`config.mk`:
```
export PLATFORM = sky130hd
export DESIGN_NAME = msc_control_regs
export DESIGN_NICKNAME = d
export VERILOG_FILES = /design/src/rtl/msc_pkg.sv /design/src/rtl/msc_control_regs.sv /design/src/rtl/msc_pulse_stretch.sv /design/src/rtl/msc_wom_axis.sv
export SDC_FILE = /design/constraint.sdc
export NUM_CORES = 1
export LEC_CHECK = 0
export ABC_AREA = 1
export BUFFER_PORTS_ARGS = -buffer_cell sky130_fd_sc_hd__buf_2
export CAP_MARGIN = 5
export CORE_MARGIN = 8
export CORE_UTILIZATION = 40
export DETAILED_ROUTE_END_ITERATION = 8
export SYNTH_ARGS = -nofsm -noshare
export SYNTH_HDL_FRONTEND = slang
export SYNTH_SLANG_ARGS = --single-unit
export TNS_END_PERCENT = 20
```
`constraint.sdc`:
```
create_clock -name clk_sys -period 4 [get_ports clk_sys]
set_input_delay 1.2 -clock clk_sys [delete_from_list [all_inputs] [get_ports clk_sys]]
set_output_delay 1.2 -clock clk_sys [all_outputs]
set_load 0.02 [all_outputs]
```
`src/rtl/msc_pkg.sv`:
```
package msc_pkg;

	// Byte register offsets
	localparam logic [6:0] ADDR_RATE_X_HIGH      = 7'h43;
	localparam logic [6:0] ADDR_RATE_X_LOW       = 7'h44;
	localparam logic [6:0] ADDR_RATE_Y_HIGH      = 7'h45;
	localparam logic [6:0] ADDR_RATE_Y_LOW       = 7'h46;
	localparam logic [6:0] ADDR_RATE_Z_HIGH      = 7'h47;
	localparam logic [6:0] ADDR_RATE_Z_LOW       = 7'h48;
	localparam logic [6:0] ADDR_PATH_RESET_CTL   = 7'h68;
	localparam logic [6:0] ADDR_MOTION_COMPARE   = 7'h69;
	localparam logic [6:0] ADDR_HOST_CONTROL     = 7'h6A;

	// Path reset control fields
	localparam int PRST_RATE_BIT  = 2;
	localparam int PRST_ACCEL_BIT = 1;
	localparam int PRST_TEMP_BIT  = 0;

	// Motion compare control fields
	localparam int                MCMP_ENABLE_BIT = 7;
	localparam int                MCMP_MODE_BIT   = 6;
	localparam logic [7:0]        MCMP_WR_MASK    = 8'hC0;
	localparam logic [7:0]        MCMP_RESET      = 8'h00;

	// Host control fields
	localparam int                HCTL_MP_EN_BIT     = 7;
	localparam int                HCTL_FIFO_EN_BIT   = 6;
	localparam int                HCTL_SLAVE_RST_BIT = 4;
	localparam int                HCTL_MP_RST_BIT    = 3;
	localparam int                HCTL_FIFO_RST_BIT  = 2;
	localparam int                HCTL_COND_RST_BIT  = 0;
	localparam logic [7:0]        HCTL_WR_MASK       = 8'hDD;
	localparam logic [7:0]        HCTL_KEEP_MASK     = 8'hC0;
	localparam logic [7:0]        HCTL_RESET         = 8'h00;

	localparam logic [15:0]       RATE_RESET = 16'h0000;
	localparam logic [7:0]        RDATA_ZERO = 8'h00;

	// Conditioning reset width: one 8 MHz period, rounded up to clk_sys cycles
	localparam int CLK_SYS_PERIOD_NS = 100;
	localparam int COND_RST_NS       = 125;
	localparam int COND_RST_CYCLES   =
		(COND_RST_NS + CLK_SYS_PERIOD_NS - 1) / CLK_SYS_PERIOD_NS;

	typedef enum {
		WOM_NOREF,
		WOM_ARMED
	} msc_wom_state_type;

	// Magnitude of the difference of two signed samples
	function automatic logic [16:0] msc_abs_diff(input logic [15:0] a, input logic [15:0] b);
		logic signed [16:0] d;
		d = $signed({a[15], a}) - $signed({b[15], b});
		msc_abs_diff = d[16] ? 17'(-d) : 17'(d);
	endfunction

endpackage

```
`src/rtl/msc_control_regs.sv`:
```
// Behaviour
// - X rate bytes readable at 0x43/0x44
// - Y rate bytes readable at 0x45/0x46
// - Z rate bytes readable at 0x47/0x48
// - Rate path reset keeps stored results
// - Acceleration path reset, results kept
// - Temperature path reset, results kept
// - Compare enable bit gates motion logic
// - Mode one compares with previous sample
// - Mode zero compares with first sample
// - Run bit; halt after current sample
// - Runs with sensors off, except 8 kHz
// - FIFO bit gates serial FIFO access
// - Bit four resets serial slave
// - Bit three resets processor, self-clears
// - Bit two resets FIFO, self-clears
// - Bit zero resets paths, clears results
// - Conditioning reset lasts one 8 MHz period
// - Motion per axis sets status bit
`timescale 1ns/1ps
module msc_control_regs (
	input  wire logic        clk_sys,
	input  wire logic        rst,
	input  wire logic [6:0]  reg_addr,
	input  wire logic        reg_wr,
	input  wire logic [7:0]  reg_wdata,
	input  wire logic        reg_rd,
	output logic      [7:0]  reg_rdata,
	input  wire logic [15:0] rate_x,
	input  wire logic [15:0] rate_y,
	input  wire logic [15:0] rate_z,
	input  wire logic        rate_valid,
	input  wire logic [15:0] accel_x,
	input  wire logic [15:0] accel_y,
	input  wire logic [15:0] accel_z,
	input  wire logic        accel_valid,
	input  wire logic [7:0]  wom_threshold,
	input  wire logic [2:0]  wake_on_motion_clear,
	output logic      [2:0]  wake_on_motion_status,
	input  wire logic        mp_busy,
	input  wire logic        sample_rate_8k,
	input  wire logic        sensors_all_off,
	output logic             motion_proc_run,
	output logic             fifo_serial_access,
	output logic             serial_slave_reset,
	output logic             motion_proc_reset,
	output logic             fifo_reset,
	output logic             full_conditioning_reset,
	output logic             rate_path_reset,
	output logic             accel_path_reset,
	output logic             temp_path_reset
);
	import msc_pkg::*;

	logic [15:0] rate_x_ff;
	logic [15:0] rate_y_ff;
	logic [15:0] rate_z_ff;
	logic [15:0] nxt_rate_x;
	logic [15:0] nxt_rate_y;
	logic [15:0] nxt_rate_z;
	logic [7:0]  mcmp_ff;
	logic [7:0]  nxt_mcmp;
	logic [7:0]  hctl_ff;
	logic [7:0]  nxt_hctl;
	logic [2:0]  path_rst_ff;
	logic [2:0]  nxt_path_rst;
	logic [2:0]  wom_status_ff;
	logic [2:0]  nxt_wom_status;
	logic [2:0]  wom_det;
	logic        run_ff;
	logic        nxt_run;
	logic [7:0]  rdata_ff;
	logic [7:0]  nxt_rdata;
	logic        cond_pulse;
	logic        rate_hold;

	function automatic logic wr_hit(input logic wr, input logic [6:0] a, input logic [6:0] t);
		wr_hit = wr && (a == t);
	endfunction

	// Stretches the one-cycle request to one 8 MHz period
	msc_pulse_stretch #(
		.LEN (COND_RST_CYCLES)
	) u_cond_pulse (
		.clk_sys  (clk_sys),
		.rst      (rst),
		.trig     (hctl_ff[HCTL_COND_RST_BIT]),
		.pulse_ff (cond_pulse)
	);

	msc_wom_axis u_wom_x (
		.clk_sys      (clk_sys),
		.rst          (rst),
		.sample       (accel_x),
		.sample_valid (accel_valid),
		.enable       (mcmp_ff[MCMP_ENABLE_BIT]),
		.mode_prev    (mcmp_ff[MCMP_MODE_BIT]),
		.flush        (path_rst_ff[PRST_ACCEL_BIT]),
		.threshold    (wom_threshold),
		.motion_ff    (wom_det[2])
	);

	msc_wom_axis u_wom_y (
		.clk_sys      (clk_sys),
		.rst          (rst),
		.sample       (accel_y),
		.sample_valid (accel_valid),
		.enable       (mcmp_ff[MCMP_ENABLE_BIT]),
		.mode_prev    (mcmp_ff[MCMP_MODE_BIT]),
		.flush        (path_rst_ff[PRST_ACCEL_BIT]),
		.threshold    (wom_threshold),
		.motion_ff    (wom_det[1])
	);

	msc_wom_axis u_wom_z (
		.clk_sys      (clk_sys),
		.rst          (rst),
		.sample       (accel_z),
		.sample_valid (accel_valid),
		.enable       (mcmp_ff[MCMP_ENABLE_BIT]),
		.mode_prev    (mcmp_ff[MCMP_MODE_BIT]),
		.flush        (path_rst_ff[PRST_ACCEL_BIT]),
		.threshold    (wom_threshold),
		.motion_ff    (wom_det[0])
	);

	// Control registers and self-clearing strobes
	always_comb begin
		nxt_mcmp = mcmp_ff;
		if (wr_hit(reg_wr, reg_addr, ADDR_MOTION_COMPARE)) begin
			nxt_mcmp = reg_wdata & MCMP_WR_MASK;
		end
		// Strobe bits drop after one cycle; only the two enables persist
		nxt_hctl = hctl_ff & HCTL_KEEP_MASK;
		if (wr_hit(reg_wr, reg_addr, ADDR_HOST_CONTROL)) begin
			nxt_hctl = reg_wdata & HCTL_WR_MASK;
		end
		nxt_path_rst = 3'h0;
		if (wr_hit(reg_wr, reg_addr, ADDR_PATH_RESET_CTL)) begin
			nxt_path_rst = reg_wdata[2:0];
		end
		nxt_path_rst = nxt_path_rst | {3{cond_pulse}};
	end

	always_ff @(posedge clk_sys) begin
		if (rst) begin
			mcmp_ff     <= MCMP_RESET;
			hctl_ff     <= HCTL_RESET;
			path_rst_ff <= 3'h0;
		end else begin
			mcmp_ff     <= nxt_mcmp;
			hctl_ff     <= nxt_hctl;
			path_rst_ff <= nxt_path_rst;
		end
	end

	// Rate results: all three axes load in one edge so byte pairs match
	assign rate_hold = path_rst_ff[PRST_RATE_BIT] | cond_pulse;

	always_comb begin
		nxt_rate_x = rate_x_ff;
		nxt_rate_y = rate_y_ff;
		nxt_rate_z = rate_z_ff;
		if (hctl_ff[HCTL_COND_RST_BIT]) begin
			nxt_rate_x = RATE_RESET;
			nxt_rate_y = RATE_RESET;
			nxt_rate_z = RATE_RESET;
		end else if (rate_valid && !rate_hold) begin
			nxt_rate_x = rate_x;
			nxt_rate_y = rate_y;
			nxt_rate_z = rate_z;
		end
	end

	always_ff @(posedge clk_sys) begin
		if (rst) begin
			rate_x_ff <= RATE_RESET;
			rate_y_ff <= RATE_RESET;
			rate_z_ff <= RATE_RESET;
		end else begin
			rate_x_ff <= nxt_rate_x;
			rate_y_ff <= nxt_rate_y;
			rate_z_ff <= nxt_rate_z;
		end
	end

	// Status flags: a detection in the clearing cycle survives
	always_comb begin
		nxt_wom_status = (wom_status_ff & ~wake_on_motion_clear) | wom_det;
	end

	// Processor keeps going until the sample in flight completes
	always_comb begin
		nxt_run = (hctl_ff[HCTL_MP_EN_BIT] && !(sample_rate_8k && sensors_all_off))
			|| (run_ff && mp_busy);
	end

	always_ff @(posedge clk_sys) begin
		if (rst) begin
			wom_status_ff <= 3'h0;
			run_ff        <= 1'b0;
		end else begin
			wom_status_ff <= nxt_wom_status;
			run_ff        <= nxt_run;
		end
	end

	// Read data registered one cycle after the read strobe
	always_comb begin
		nxt_rdata = rdata_ff;
		if (reg_rd) begin
			case (reg_addr)
				ADDR_RATE_X_HIGH:    nxt_rdata = rate_x_ff[15:8];
				ADDR_RATE_X_LOW:     nxt_rdata = rate_x_ff[7:0];
				ADDR_RATE_Y_HIGH:    nxt_rdata = rate_y_ff[15:8];
				ADDR_RATE_Y_LOW:     nxt_rdata = rate_y_ff[7:0];
				ADDR_RATE_Z_HIGH:    nxt_rdata = rate_z_ff[15:8];
				ADDR_RATE_Z_LOW:     nxt_rdata = rate_z_ff[7:0];
				ADDR_MOTION_COMPARE: nxt_rdata = mcmp_ff;
				ADDR_HOST_CONTROL:   nxt_rdata = hctl_ff;
				default:             nxt_rdata = RDATA_ZERO;
			endcase
		end
	end

	always_ff @(posedge clk_sys) begin
		if (rst) begin
			rdata_ff <= RDATA_ZERO;
		end else begin
			rdata_ff <= nxt_rdata;
		end
	end

	assign reg_rdata               = rdata_ff;
	assign wake_on_motion_status   = wom_status_ff;
	assign motion_proc_run         = run_ff;
	assign fifo_serial_access      = hctl_ff[HCTL_FIFO_EN_BIT];
	assign serial_slave_reset      = hctl_ff[HCTL_SLAVE_RST_BIT];
	assign motion_proc_reset       = hctl_ff[HCTL_MP_RST_BIT];
	assign fifo_reset              = hctl_ff[HCTL_FIFO_RST_BIT];
	assign full_conditioning_reset = cond_pulse;
	assign rate_path_reset         = path_rst_ff[PRST_RATE_BIT];
	assign accel_path_reset        = path_rst_ff[PRST_ACCEL_BIT];
	assign temp_path_reset         = path_rst_ff[PRST_TEMP_BIT];
endmodule

```
`src/rtl/msc_pulse_stretch.sv`:
```
`timescale 1ns/1ps
module msc_pulse_stretch #(
	parameter int LEN = 2
) (
	input  wire logic clk_sys,
	input  wire logic rst,
	input  wire logic trig,
	output logic      pulse_ff
);
	import msc_pkg::*;

	logic [3:0] cnt_ff;
	logic [3:0] nxt_cnt;
	logic       nxt_pulse;
	logic [3:0] run_cnt_ff;

	always_comb begin
		nxt_cnt = cnt_ff;
		if (trig) begin
			nxt_cnt = 4'(LEN);
		end else if (cnt_ff != 4'h0) begin
			nxt_cnt = cnt_ff - 4'h1;
		end
		nxt_pulse = (nxt_cnt != 4'h0);
	end

	always_ff @(posedge clk_sys) begin
		if (rst) begin
			cnt_ff   <= 4'h0;
			pulse_ff <= 1'b0;
		end else begin
			cnt_ff   <= nxt_cnt;
			pulse_ff <= nxt_pulse;
		end
	end

	// Helper: length of the last high run
	always_ff @(posedge clk_sys) begin
		if (rst) begin
			run_cnt_ff <= 4'h0;
		end else if (pulse_ff) begin
			run_cnt_ff <= run_cnt_ff + 4'h1;
		end else begin
			run_cnt_ff <= 4'h0;
		end
	end
endmodule

```
`src/rtl/msc_wom_axis.sv`:
```
`timescale 1ns/1ps
module msc_wom_axis (
	input  wire logic        clk_sys,
	input  wire logic        rst,
	input  wire logic [15:0] sample,
	input  wire logic        sample_valid,
	input  wire logic        enable,
	input  wire logic        mode_prev,
	input  wire logic        flush,
	input  wire logic [7:0]  threshold,
	output logic             motion_ff
);
	import msc_pkg::*;

	msc_wom_state_type state_ff;
	msc_wom_state_type nxt_state;
	logic [15:0]       ref_ff;
	logic [15:0]       nxt_ref;
	logic              nxt_motion;

	always_comb begin
		nxt_state  = state_ff;
		nxt_ref    = ref_ff;
		nxt_motion = 1'b0;
		if (!enable || flush) begin
			nxt_state = WOM_NOREF;
		end else if (sample_valid) begin
			case (state_ff)
				WOM_NOREF: begin
					nxt_ref   = sample;
					nxt_state = WOM_ARMED;
				end
				WOM_ARMED: begin
					nxt_motion = msc_abs_diff(sample, ref_ff) > {9'h000, threshold};
					if (mode_prev) begin
						nxt_ref = sample;
					end
				end
				default: nxt_state = WOM_NOREF;
			endcase
		end
	end

	always_ff @(posedge clk_sys) begin
		if (rst) begin
			state_ff  <= WOM_NOREF;
			ref_ff    <= 16'h0000;
			motion_ff <= 1'b0;
		end else begin
			state_ff  <= nxt_state;
			ref_ff    <= nxt_ref;
			motion_ff <= nxt_motion;
		end
	end
endmodule

```
==> flow_summary.json <==
{
  "status": "finished, final reports clean",
  "synthesis.instances": 1653,
  "final_cell_mix": "422 x nand2_1, 291 x inv_1, 160 x buf_4, 149 x buf_2, 144 x nor2_1",
  "ys_warn_count": 0,
  "first_global_vias": 10334,
  "r2r_start": "u_wom_x.ref_ff[0]$_SDFFE_PP0P_",
  "syn_area_per_cell_um2": 6.103,
  "hold_start": "rate_z_ff[11]$_SDFFE_PP0P_",
  "hp-class": "reg -> reg",
  "cp.required_ps": 4320,
  "rows": 58,
  "io_buffers": 149,
  "synthDistinctLibCells": 45,
  "period_needed_ps": 3921,
  "overflow": 0,
  "endpoint_kind": "flop",
  "ys.flop_type": "dfxtp_1",
  "drt_pass1_iterations": 5,
  "p_leak_nw": 6.705,
  "peakVddDrop_mv": 0.2736,
  "drc": 0,
  "n_antenna_cell": 0,
  "top_layer": "met5",
  "ant_nets": 0,
  "worst_slew_pin_slew_ps": 761.1,
  "met2WireLength_um": 13220,
  "cp-start-kind": "input port",
  "cts_hold_buf": 0,
  "fin_area_um2": 13060,
  "gr-usage-all-layers_pct": 18.16,
  "rsz0062_at_grt": "yes",
  "io_pins": 151,
  "crit_type": "in -> reg",
  "drv_slew": 0,
  "maxSlewHeadroom_pct": 49.21,
  "cts_tree": "yes",
  "syn_area_um2": 10090,
  "maxCapViolations": 0,
  "setup_violations": 0,
  "gp_congestion": 0.8465,
  "syn_to_final_growth_pct": 29.49,
  "power.density_nw_per_um2": 336.1,
  "die_width_um": 174.8,
  "cts_max_level": 4,
  "critPathArrivalTime_ps": 4240,
  "met1Wirelength_um": 12990,
  "die_h_um": 174.8,
  "vias_per_cell": 4.722,
  "nets": 2159,
  "cp-startpoint": "accel_x[0]",
  "core_um2": 24960,
  "max_freq_mhz": 255.1,
  "critical_path.max_fanout": 5,
  "dp_hpwl_um": 22500,
  "clock_sinks": 130,
  "reg2reg_slack_ps": 660,
  "drt-initial-drc-count": 529,
  "cts_buffers": 17,
  "fin_crit_sh_pct": 98.01,
  "layout_commonest_cell": "nand2_1",
  "clockRootBuffer": "clkbuf_16",
  "hold_viol_final": 0,
  "cts_buffer_depth": 2,
  "clock_skew_ps": 15.28,
  "start_util_pct": 40.41,
  "synth_edf_count": 0,
  "wirelength_um": 27870,
  "yosysSeqAreaShare_pct": 25.80,
  "clk_pin_slew_ps": 70,
  "drive_gt1_share_pct": 22.17,
  "vias": 10823,
  "synthArstFlopShare_pct": 0,
  "antenna_found_initial": 1,
  "wl_met3_um": 1160,
  "dieArea_um2": 30560,
  "ys_ff_latch": 130,
  "insertion_delay_ps": 430,
  "hold_ws_ps": 452.3,
  "grt_max_degree": 59,
  "avgRoutedWirePerCell_um": 12.16,
  "grt_pass1_wl_um": 47180,
  "synth_nets": 1863,
  "place_area_um2": 12320
}
-- state kept, by name, summed over array words and instances, names as in the netlist, 2 cells and up --
name	cells
hctl_ff	6
mcmp_ff	2
path_rst_ff	3
rate_x_ff	16
rate_y_ff	16
rate_z_ff	16
reg_rdata	8
u_cond_pulse.cnt_ff	4
u_wom_x.ref_ff	16
u_wom_y.ref_ff	16
u_wom_z.ref_ff	16
wake_on_motion_status	3
-- Yosys cell counts (all sizes together) (4+ instances only) --
| master | number | area share, % |
|---|---|---|
| a211oi | 5 | 0.37 |
| a21oi | 149 | 7.5 |
| buf | 6 | 0.56 |
| clkbuf | 26 | 0.97 |
| clkinv | 4 | 0.15 |
| dfxtp | 130 | 26 |
| ha | 76 | 9.4 |
| inv | 302 | 11 |
| nand2 | 457 | 18 |
| nand3 | 107 | 5.5 |
| nand3b | 14 | 1.2 |
| nand4 | 20 | 1.2 |
| nor2 | 163 | 6.5 |
| nor3 | 12 | 0.64 |
| o21ai | 114 | 5.7 |
| o21bai | 4 | 0.30 |
| o22ai | 16 | 0.99 |
| o31ai | 5 | 0.37 |
| xnor2 | 6 | 0.52 |
| xor2 | 17 | 1.5 |
-- layer usage --
metal | track usage [%] | vias to the layer above
met5 | 0 | -
met3 | 3.281 | 38
li1 | - | 5864
met1 | 22.28 | 4740
met4 | 5.263 | 2
met2 | 31.80 | 179
-- critical path: stages --
cell     delay [ps]
buf_2            70
inv_1            50
ha_2            180
fa_2            350
inv_2            70
nand3_2          70
nand2_2          90
nand2_2          70
nand2_4          90
nand3_4          80
nand2_2          80
nand2_2          60
nand2_4          90
nand2_1          60
xor2_1          130
inv_1            80
ha_4            270
nand2_2          50
or4_4           530
o21ai_2          80
nand3_1          90
nor2_1           90
nand3_1          90
nor2_2          120
nor2_1           50
-- cell type report --
cell class	count	area [um2]
inverters	306	1154
clock inverters	15	163.9
well taps	330	412.9
flip-flops and latches	130	2603
fillers	2579	11900
repair buffers	309	1947
clock buffers	17	425.4
multi-input cells	1185	6359
-- path summary, 6_finish.rpt --
| check | end | cells after the start |
|---|---|---|
| max | u_wom_x.motion_ff$_SDFF_PP0_ | 25 |
| min | rate_z_ff[11]$_SDFFE_PP0P_ | 2 |
| max reg2reg | u_wom_x.motion_ff$_SDFF_PP0_ | 23 |
| min reg2reg | rate_z_ff[11]$_SDFFE_PP0P_ | 2 |
-- where the power goes --
| part | internal, W | switching [W] |
|---|---|---|
| sequential | 0.00143 | 0.0000513 |
| clock | 0.000839 | 0.000746 |
| combinational | 0.000545 | 0.000780 |
-- through the flow --
stage / power [W] / cells / worst slack (ps) / utilization (%) / TNS, ps
final: 0.004391 / 2292 / 79.49 / 52.33 / 0
after global routing: 0.004696 / 2292 / -154.2 / 52.33 / -446.3
after CTS: 0.004408 / 2290 / 5.152 / 51.82 / 0
after detailed placement: 0.002797 / 2258 / -542.7 / 49.34 / -1452
after global placement: 0.002758 / 2258 / -481.7 / 49.34 / -1234
after floorplan: 0.002372 / 1653 / -179.5 / - / -497.6
-- logic make-up (layout without fill, tap and decap cells) --
| logic type | after synthesis | after routing | share of synthesized area [%] |
|---|---|---|---|
| adders and majority gates | 79 | 79 | 10.02 |
| and+or+nand+nor | 779 | 779 | 33.10 |
| DFF | 130 | 130 | 25.80 |
| AOI/OAI and AO/OA | 304 | 304 | 16.12 |
| buffers and inverters | 338 | 647 | 12.96 |
| xor gates and xnor gates | 23 | 23 | 1.997 |
-- what timing repair did --
action,in CTS,in global routing
gates resized for setup,8,27
setup endpoints to repair,2,3
buffers inserted,0,2
pin swaps,4,19
Note: power is estimated with default switching activity, not from simulation.
